===== config.mk =====
export PLATFORM = sky130hd
export DESIGN_NAME = sap_port
export DESIGN_NICKNAME = d
export VERILOG_FILES = /design/src/include/sap_pkg.sv /design/src/include/sap_stream_if.sv /design/src/logic/sap_port.sv /design/src/logic/sap_sync.sv /design/src/logic/sap_buf2.sv
export SDC_FILE = /design/constraint.sdc
export NUM_CORES = 1
export LEC_CHECK = 0
export BUFFER_PORTS_ARGS = -buffer_cell sky130_fd_sc_hd__buf_2
export CAP_MARGIN = 20
export CORE_ASPECT_RATIO = 1.4
export CORE_MARGIN = 5
export CORE_UTILIZATION = 59
export CTS_BUF_LIST = sky130_fd_sc_hd__clkbuf_16
export CTS_CLUSTER_DIAMETER = 150
export CTS_CLUSTER_SIZE = 30
export DETAILED_ROUTE_END_ITERATION = 8
export PLACE_DENSITY = 0.87
export SKIP_LAST_GASP = 1
export SLEW_MARGIN = 10
export SYNTH_ARGS = -nofsm -noshare
export SYNTH_HDL_FRONTEND = slang
export SYNTH_HIERARCHICAL = 1
export SYNTH_SLANG_ARGS = --single-unit

===== constraint.sdc =====
create_clock -name CLK_SYS -period 3.3 [get_ports CLK_SYS]
set_input_delay 0.495 -clock CLK_SYS [delete_from_list [all_inputs] [get_ports CLK_SYS]]
set_output_delay 0.495 -clock CLK_SYS [all_outputs]
set_load 0.02 [all_outputs]

===== src/include/sap_pkg.sv =====
// Purpose: Shared constants, types and helpers of the sampling converter port
// Assumes: 250 MHz system clock
// Notes:   Conversion timing derived from the typical conversion time
package sap_pkg;
  localparam int RES_BITS     = 16;
  localparam int BYTE_BITS    = 8;
  localparam int CLK_MHZ      = 250;
  localparam int CONV_TIME_US = 7;
  localparam int CONV_CYC     = CONV_TIME_US * CLK_MHZ;
  localparam int BIT_CYC      = CONV_CYC / RES_BITS;
  localparam int TICK_W       = 7;
  localparam int BUF_DEPTH    = 2;
  localparam int SYNC_W       = 4;
  localparam int LOWCNT_W     = 12;

  localparam logic [TICK_W-1:0]   BIT_LAST = TICK_W'(BIT_CYC - 1);
  localparam logic [RES_BITS-1:0] MSB_MASK = 16'h8000;
  localparam logic [RES_BITS-1:0] WORD_RST = 16'h0000;
  // Sync order {comp, byte, read/convert, chip select}; chip select and read/convert idle high, comp and byte low
  localparam logic [SYNC_W-1:0]   SYNC_RST = 4'h3;

  typedef enum logic [1:0] {
    SAP_IDLE   = 2'b00,
    SAP_CONV   = 2'b01,
    SAP_PUSH   = 2'b11,
    SAP_COMMIT = 2'b10
  } sap_state_t;

  function automatic logic [RES_BITS-1:0] sap_swap(input logic [RES_BITS-1:0] w);
    logic [BYTE_BITS-1:0] upper_data_lanes;
    logic [BYTE_BITS-1:0] lower_data_lanes;
    upper_data_lanes = w[BYTE_BITS-1:0];
    lower_data_lanes = w[RES_BITS-1:BYTE_BITS];
    return {upper_data_lanes, lower_data_lanes};
  endfunction : sap_swap

  function automatic logic [RES_BITS-1:0] sap_code(input logic bipolar,
                                                   input logic [RES_BITS-1:0] w);
    return bipolar ? {~w[RES_BITS-1], w[RES_BITS-2:0]} : w;
  endfunction : sap_code
endpackage : sap_pkg


===== src/include/sap_stream_if.sv =====
// Purpose: Valid/ready word channel between converter, buffer and latch
// Assumes: Single clock domain
// Notes:   Transfer when valid and ready are both high at a clock edge
`timescale 1ns/1ps
interface sap_stream_if #(parameter int W = 16) ();
  logic         valid;
  logic         ready;
  logic [W-1:0] data;
  modport source (output valid, output data, input ready);
  modport sink   (input valid, input data, output ready);
endinterface : sap_stream_if


===== src/logic/sap_port.sv =====
// Purpose: Conversion control and three-state result port of a 16-bit
//          successive-approximation sampling converter
// Assumes: Pins asynchronous to CLK_SYS; comparator decision on COMP_IN
// Notes:   Result path: approximation register, buffer, output latch
//
// Function
// - Chip select and read/convert both low start a conversion; host holds 40ns.
// - A running conversion ignores further start requests until finished.
// - Busy stays low during conversion, rises once output latch holds result.
// - With chip select tied low, read/convert falling starts conversion and hold.
// - Data outputs are high impedance while read/convert is low.
// - Chip select falling with read/convert low drives busy low until done.
// - New result readable when chip select falls again after busy rose.
// - Result is a 16-bit word, straight binary or two's complement.
// - Byte select low gives normal lanes; high puts low byte on upper lanes.
// - Internal timing gives a 7us conversion without external adjustment.
// - Data outputs are high impedance whenever chip select is high.
// - Outputs enabled with chip select low and read/convert high.
// - Approximation register cleared at start, resolved MSB first, then latched.
`timescale 1ns/1ps
module sap_port #(
  parameter logic BIPOLAR = 1'b0
) (
  input  wire logic                          CLK_SYS,
  input  wire logic                          RESET,
  input  wire logic                          CS_N,
  input  wire logic                          READ_CONV_N,
  input  wire logic                          BYTE_SEL,
  input  wire logic                          COMP_IN,
  output logic                               BUSY_N,
  output logic                               HOLD,
  output logic      [sap_pkg::RES_BITS-1:0]  DAC_CODE,
  output logic      [sap_pkg::RES_BITS-1:0]  DATA_OUT,
  output logic      [sap_pkg::RES_BITS-1:0]  DATA_OE
);
  import sap_pkg::*;

  typedef struct packed {
    sap_state_t          st;
    logic [RES_BITS-1:0] approx_result_reg;
    logic [RES_BITS-1:0] mask;
    logic [RES_BITS-1:0] dac;
    logic [TICK_W-1:0]   tick;
    logic                busy_n;
    logic                hold;
    logic [RES_BITS-1:0] word;
    logic [RES_BITS-1:0] dout;
    logic [RES_BITS-1:0] oe;
  } sap_port_t;

  sap_port_t         r_ff;
  sap_port_t         nxt_r;
  logic [SYNC_W-1:0] pins_s;
  logic              cs_s;
  logic              rc_s;
  logic              byte_s;
  logic              comp_s;
  logic              start_req;
  logic              oe_now;
  logic              lat_fire;

  sap_stream_if #(.W(RES_BITS)) cnv_if ();
  sap_stream_if #(.W(RES_BITS)) lat_if ();

  sap_sync #(
    .W       (SYNC_W),
    .RST_VAL (SYNC_RST)
  ) u_sync (
    .clk  (CLK_SYS),
    .rst  (RESET),
    .din  ({COMP_IN, BYTE_SEL, READ_CONV_N, CS_N}),
    .dout (pins_s)
  );

  sap_buf2 #(
    .DEPTH (BUF_DEPTH),
    .W     (RES_BITS)
  ) u_buf (
    .clk    (CLK_SYS),
    .rst    (RESET),
    .in_if  (cnv_if.sink),
    .out_if (lat_if.source)
  );

  assign cs_s   = pins_s[0];
  assign rc_s   = pins_s[1];
  assign byte_s = pins_s[2];
  assign comp_s = pins_s[3];

  // Chip select and read/convert combined: start is both low as a level
  assign start_req = !cs_s && !rc_s;
  assign oe_now    = !cs_s && rc_s;
  assign lat_fire  = lat_if.valid && lat_if.ready;

  always_comb
  begin
    nxt_r        = r_ff;
    cnv_if.valid = (r_ff.st == SAP_PUSH);
    cnv_if.data  = sap_code(BIPOLAR, r_ff.approx_result_reg);
    // Latch still under a read, except to take a finished conversion
    // read level never blocks busy rise
    lat_if.ready = !oe_now || (r_ff.st == SAP_COMMIT);
    case (r_ff.st)
      SAP_IDLE:
      begin
        if (start_req)
        begin
          nxt_r.st                = SAP_CONV;
          nxt_r.hold              = 1'b1;
          nxt_r.busy_n            = 1'b0;
          nxt_r.approx_result_reg = '0;
          nxt_r.mask              = MSB_MASK;
          nxt_r.tick              = '0;
        end
      end
      SAP_CONV:
      begin
        if (r_ff.tick == BIT_LAST)
        begin
          nxt_r.tick = '0;
          if (comp_s)
            nxt_r.approx_result_reg = r_ff.approx_result_reg | r_ff.mask;
          nxt_r.mask = r_ff.mask >> 1;
          if (r_ff.mask[0])
          begin
            nxt_r.st   = SAP_PUSH;
            nxt_r.hold = 1'b0;
          end
        end
        else
          nxt_r.tick = TICK_W'(r_ff.tick + 1'b1);
      end
      SAP_PUSH:
      begin
        if (cnv_if.ready)
          nxt_r.st = SAP_COMMIT;
      end
      SAP_COMMIT:
      begin
        if (lat_fire)
        begin
          nxt_r.st     = SAP_IDLE;
          nxt_r.busy_n = 1'b1;
        end
      end
      default:
      begin
        nxt_r.st     = SAP_IDLE;
        nxt_r.busy_n = 1'b1;
        nxt_r.hold   = 1'b0;
      end
    endcase
    if (lat_fire)
      nxt_r.word = lat_if.data;
    nxt_r.dout = byte_s ? sap_swap(nxt_r.word) : nxt_r.word;
    nxt_r.oe = {RES_BITS{oe_now}};
    // Trial code for the comparator
    nxt_r.dac = nxt_r.approx_result_reg | nxt_r.mask;
  end

  always_ff @(posedge CLK_SYS or posedge RESET)
  begin
    if (RESET)
    begin
      r_ff                   <= '0;
      r_ff.st                <= SAP_IDLE;
      r_ff.busy_n            <= 1'b1;
      r_ff.word              <= WORD_RST;
    end
    else
      r_ff <= nxt_r;
  end

  assign BUSY_N   = r_ff.busy_n;
  assign HOLD     = r_ff.hold;
  assign DAC_CODE = r_ff.dac;
  assign DATA_OUT = r_ff.dout;
  assign DATA_OE  = r_ff.oe;

  // Helper: length of each busy-low period, saturating
  localparam int CONV_LAST = BIT_CYC * RES_BITS - 1;
  logic [LOWCNT_W-1:0] low_cnt_ff;

  always_ff @(posedge CLK_SYS or posedge RESET)
  begin
    if (RESET)
      low_cnt_ff <= '0;
    else if (BUSY_N)
      low_cnt_ff <= '0;
    else if (low_cnt_ff != '1)
      low_cnt_ff <= LOWCNT_W'(low_cnt_ff + 1'b1);
  end
endmodule : sap_port


===== src/logic/sap_sync.sv =====
// Purpose: Two-flop synchroniser for asynchronous pin inputs
// Assumes: Inputs may change at any time relative to clk
// Notes:   First stage feeds only the second stage
`timescale 1ns/1ps
module sap_sync #(
  parameter int              W       = 4,
  parameter logic [W-1:0]    RST_VAL = '0
) (
  input  wire logic         clk,
  input  wire logic         rst,
  input  wire logic [W-1:0] din,
  output logic      [W-1:0] dout
);
  typedef struct packed {
    logic [W-1:0] s1;
    logic [W-1:0] s2;
  } sap_sync_t;

  sap_sync_t r_ff;
  sap_sync_t nxt_r;

  always_comb
  begin
    nxt_r    = r_ff;
    nxt_r.s1 = din;
    nxt_r.s2 = r_ff.s1;
  end

  always_ff @(posedge clk or posedge rst)
  begin
    if (rst)
      r_ff <= {RST_VAL, RST_VAL};
    else
      r_ff <= nxt_r;
  end

  assign dout = r_ff.s2;
endmodule : sap_sync


===== src/logic/sap_buf2.sv =====
// Purpose: Small result buffer with valid/ready on both sides
// Assumes: DEPTH of at least two
// Notes:   Full and empty are exact; a stalled drain fills it
`timescale 1ns/1ps
module sap_buf2
  import sap_pkg::*;
#(
  parameter int DEPTH = BUF_DEPTH,
  parameter int W     = RES_BITS
) (
  input  wire logic    clk,
  input  wire logic    rst,
  sap_stream_if.sink   in_if,
  sap_stream_if.source out_if
);
  localparam int PW = (DEPTH > 1) ? $clog2(DEPTH) : 1;
  localparam int CW = $clog2(DEPTH + 1);

  typedef struct packed {
    logic [DEPTH-1:0][W-1:0] mem;
    logic [PW-1:0]           wp;
    logic [PW-1:0]           rp;
    logic [CW-1:0]           cnt;
  } sap_buf_t;

  sap_buf_t r_ff;
  sap_buf_t nxt_r;
  logic     push;
  logic     pop;

  function automatic logic [PW-1:0] ptr_inc(input logic [PW-1:0] p);
    return (p == PW'(DEPTH - 1)) ? '0 : PW'(p + 1'b1);
  endfunction : ptr_inc

  always_comb
  begin
    nxt_r        = r_ff;
    in_if.ready  = (r_ff.cnt != CW'(DEPTH));
    out_if.valid = (r_ff.cnt != '0);
    out_if.data  = r_ff.mem[r_ff.rp];
    push         = in_if.valid && in_if.ready;
    pop          = out_if.valid && out_if.ready;
    if (push)
    begin
      nxt_r.mem[r_ff.wp] = in_if.data;
      nxt_r.wp           = ptr_inc(r_ff.wp);
    end
    if (pop)
      nxt_r.rp = ptr_inc(r_ff.rp);
    if (push && !pop)
      nxt_r.cnt = CW'(r_ff.cnt + 1'b1);
    else if (pop && !push)
      nxt_r.cnt = CW'(r_ff.cnt - 1'b1);
  end

  always_ff @(posedge clk or posedge rst)
  begin
    if (rst)
      r_ff <= '0;
    else
      r_ff <= nxt_r;
  end
endmodule : sap_buf2


# Yosys cells after proc, flatten, opt, wreduce, memory -nomap -nowiden
# Index checks and enable logic that the tools add are counted.
[word_totals]
reg_bits = 136
latchBits = 0
mem_bits_rw = 0
romBits = 0
inputBits = 6
output_inout_bits = 50
wordCells = 86
mem_count = 0
[op_classes]
add_sub_neg = 5
multipliers = 0
div = 0
order_cmp = 3
n_eq_ne = 10
n_shift = 0
mux = 27
n_bitwise = 2
n_reduce_logical = 22
[op_table]
columns = ["op", "n"]
rows = [
  ["$mux W16", 6],
  ["$mux W34", 2],
  ["$pmux W32 S2", 1],
  ["$bwmux W32", 1],
  ["$or A16 B16 Y16", 2],
  ["$demux W16 S1", 1],
  ["$pmux W7 S2", 1],
  ["$ne A2 B2 Y1 const B", 6],
  ["$mux W2", 5],
  ["$mux W9", 1],
  ["$pmux W2 S4", 1],
  ["$reduce_bool A2 Y1", 4],
  ["$add A7 B1 Y7 const B", 1],
  ["$eq A7 B7 Y1 const B", 1],
  ["$logic_and A1 B1 Y1", 7],
  ["$mux W7", 1],
  ["$logic_not A1 Y1", 5],
  ["$mux W1", 5],
  ["$reduce_and A5 Y1", 1],
  ["$eq A2 B2 Y1 const B", 2],
  ["$lt A1 B2 Y1 const B", 2],
  ["$pmux W1 S2", 2],
  ["$reduce_and A4 Y1", 1],
  ["$reduce_and A3 Y1", 1],
  ["other kinds (8)", 9],
]

# Longest topological paths before layout
[depth]
ltp_word = 8
mapped_depth = 8

# By module
# The synthesis kept the hierarchy.
[by_module_without_submodules]
columns = ["mod", "instances", "cells_per_inst", "area_per_inst_um2", "seq_area_each_um2"]
rows = [
  ["sap_port", 1, 357, 4335.4, 2303.5],
  ["sap_buf2", 1, 103, 1651.6, 900.9],
  ["sap_sync", 1, 9, 209.0, 205.2],
]

# Least setup slack after synthesis
# OpenSTA, ideal clock, no wires.
[synth_timing]
path_type = "register to register"
startpoint = "register r_ff[106] in the netlist's numbering"
endpoint = "register u_buf/r_ff[20] in the netlist's numbering"
setup_ps = 125
t_arrival_ps = 1668
t_required_ps = 3175
slack_ps = 1507
stages_incl_launch_ff = 8
n_path_buf = 4
period_less_slack_ps = 1793
cell_sequence = "dfrtp_1 > buf_2 > clkbuf_1 > and2_1 > and3_4 > buf_6 > buf_12 > mux2_4"
[synth_via]
elab_chain_cells = 2
[synth_lines]
columns = ["element", "line", "source"]
rows = [
  ["start: declaration", "sap_port.sv:51", "sap_port_t r_ff;"],
  ["start signal: assignment", "sap_port.sv:171", "r_ff <= nxt_r;"],
  ["$eq A2 B2 Y1", "sap_port.sv:98", "cnv_if.valid = (r_ff.st == SAP_PUSH);"],
  ["via cnv_if.valid", "sap_stream_if.sv:6", "logic valid;"],
  ["$logic_and A1 B1 Y1", "sap_buf2.sv:41", "push = in_if.valid && in_if.ready;"],
  ["end signal: assignment", "sap_buf2.sv:61", "r_ff <= nxt_r;"],
  ["end: declaration", "sap_buf2.sv:26", "sap_buf_t r_ff;"],
]
# The timed path passes the listed nets, and every way through them passes these cells.
# A chain may end at the register's enable or synchronous reset.

==> impl_metrics.csv <==
group,metric,value,unit
sta,period_minus_slack,2.27,ns
critical_path,reg2reg_to,"r_ff[35]",
yosys,synth_edf_count,0,
detailed_routing,drt_first_pass_iters,7,
finish,drive_gt1_frac,0.384,
cts,cts.sinks,136,
finish,mostFrequentLayoutCell,"dfrtp_1",
floorplan,placeableCoreArea,10300,µm²
yosys,synth-seq-cells,136,
sta,fmax,441,MHz
global_routing,grt_start_max_net_pins,55,
placement,dpl.hpwl,7680,µm
yosys,synth_top_area_share,0.529,
sta,fin_crit_sh,0.688,
global_routing,grt_overflow,0,
floorplan,die_w,96.6,µm
cts,clock_path_buffers,2,
yosys,async_flop_share,1.00,
critical_path,critPathCaptureType,"flip-flop",
placement,dp.cells,593,
cts,cts_buffers,17,
critical_path,reg2reg_from,"r_ff[106]",
finish,final_area,6870,µm²
placement,gp_congestion,0.859,
floorplan,rows,44,
finish,diodes,0,
floorplan,start_util,0.599,
yosys,syn-num-nets,478,
cts,cts_htree_levels,4,
cts,root_buffer,"clkbuf_16",
flow_run,max_cap_violations,0,
yosys,avgSynthCellArea,13.2,µm²
yosys,seq_area_frac_synth,0.550,
critical_path,reg2regPathDepth,4,
global_routing,grt.total_usage,0.195,
critical_path,required,3.59,ns
power_and_ir_drop,p_leak,3.35,nW
detailed_routing,drc,0,
sta,hold_viol,0,
detailed_routing,vias,3667,
critical_path,path_class,"flip-flop to flip-flop",
critical_path,arrival,2.56,ns
cts,clkLatencyLatePin,0.41,ns
yosys,synthCells,469,
detailed_routing,ant_nets,0,
yosys,synth_cell_types,51,
critical_path,critPathLaunch,"r_ff[106]",
detailed_routing,via_per_inst,5.87,
cts,ctsResizeCount,0,
placement,port_buffers,55,
cts,clk_pin_slew,0.06,ns
power_and_ir_drop,finalPower,4.08,mW
outcome,status,"finished clean",
floorplan,ios,56,
detailed_routing,wl_per_cell,18.9,µm
detailed_routing,wl,11800,µm
finish,final_cells,625,
sta,slew_violations,0,
critical_path,critPathMaxFanout,23,
sta,skew,0.00750,ns
placement,place_area,6140,µm²
cts,cts_tree,"built",
floorplan,fp.dieH,131,µm
global_routing,grt_pass1_wl,19700,µm
finish,area_delta_synth_final,10.9,%
floorplan,dieArea,12700,µm²
cts,cts_setup_buffers,0,
sta,rsz0062_at_grt,"false",
yosys,synth.largest_area_cell,"dfrtp_1",
yosys,yosys_warnings,6,
yosys,synthTopCellsByArea,"dfrtp_1 (53%), mux2_2 (9.8%), buf_4 (5.8%), mux4_2 (5.8%), mux2_4 (2.4%)",
power_and_ir_drop,power.density,594,nW/µm²
global_routing,grt_pass1_vias,3775,
yosys,synth_flop_cell,"dfrtp_1",
power_and_ir_drop,vdd_drop_max,0.335,mV
finish,final_net_count,483,
yosys,netlist_area,6200,µm²
sta,relSlewSlack,0.313,
global_routing,antenna_found_initial,0,
critical_path,reg2reg_slack,1.03,ns
finish,mostFrequentLayoutCells,"dfrtp_1 (131), buf_2 (55), mux2_2 (54)",
cts,cts.hold.buffers_added,0,
sta,setup_violations,0,
sta,fin_tns_setup,0,ns
worst_hold_path,hold_path_class,"input port to async pin",
sta,tightest_slew,1.02,ns
critical_path,crit_path_end,"r_ff[35]",
detailed_routing,drtIter0Drc,217,
critical_path,critPathLaunchType,"flip-flop",
metrics by stage:
step                      hold slack, ns  worst slack (ns)   util
after global routing              0.0628             0.880  0.664
after global placement             0.331              1.14  0.593
final                             0.0476              1.03  0.664
after detailed placement           0.336              1.07  0.593
after CTS                         0.0381              1.01  0.664
after floorplan                    0.308             0.415      -
layer usage:
layer | part of all wire | track usage | vias to the layer above | wire, µm
met4 | 0.033 | 0.0929 | 0 | 392
met2 | 0.53 | 0.324 | 136 | 6270
met5 | 0 | 0 | - | 0
met1 | 0.39 | 0.228 | 1864 | 4560
li1 | - | - | 1640 | -
met3 | 0.051 | 0.0663 | 27 | 598
worst min-delay path by stage:
stage	end	startpoint	depth (start not counted)
floorplan	u_sync/dout[2]	RESET	1
global placement	u_sync/dout[3]	u_sync/nxt_r[3]	0
detailed placement	u_sync/dout[3]	u_sync/nxt_r[3]	0
CTS	u_sync/nxt_r[3]	RESET	2
global route	u_sync/dout[3]	RESET	2
finish	u_sync/dout[3]	RESET	2
final cells by class:
type / instances / area (µm²)
clock buffers: 17 / 425
multi-input cells: 246 / 2180
fillers: 730 / 3480
repair buffers: 61 / 333
well taps: 138 / 173
clock inverters: 15 / 304
inverters: 12 / 46.3
flip-flops and latches: 136 / 3410
sequential cells by signal, indices dropped and copies added, names as in the netlist:
register	flops
DAC_CODE	16
cnv_if.data	16
u_sync/nxt_r	4
DATA_OE	1
DATA_OUT	16
r_ff	41
u_sync/dout	4
HOLD	1
u_buf/r_ff	36
BUSY_N	1
Yosys cell counts (5+ instances only):
cell,instances
dfrtp_1,131
buf_6,6
buf_2,12
nand2_1,33
mux4_2,16
mux2_4,10
mux2_2,54
nand3_1,22
dfstp_2,5
o211ai_1,17
inv_1,12
a22o_1,15
buf_4,48
clkbuf_1,5
o21ai_0,28
power breakdown:
part	internal, mW	total, mW	switching (mW)	leakage, nW
Sequential	1.68	1.69	0.00955	1.84
Clock	1.64	2.33	0.689	0.357
Combinational	0.0167	0.0694	0.0527	1.15
Total	3.33	4.08	0.751	3.35
worst max-delay path, cell delays in order, from the launching register on:
cell and delay (ns):
dfrtp_1 0.56, and2b_1 0.30, o21ai_4 0.64, buf_4 0.28, mux2_2 0.34
logic make-up (layout without fill, tap and decap cells):
kind of cell,Yosys count,count (layout),synth area share
AOI/OAI and AO/OA,75,75,0.0834
muxes,80,80,0.181
buffers and inverters,87,105,0.0979
DFF,136,136,0.550
adders and majority gates,3,3,0.00606
xor gates and xnor gates,6,6,0.00848
and+or+nand+nor,82,82,0.0733
Note: power is estimated with default switching activity, not from simulation.
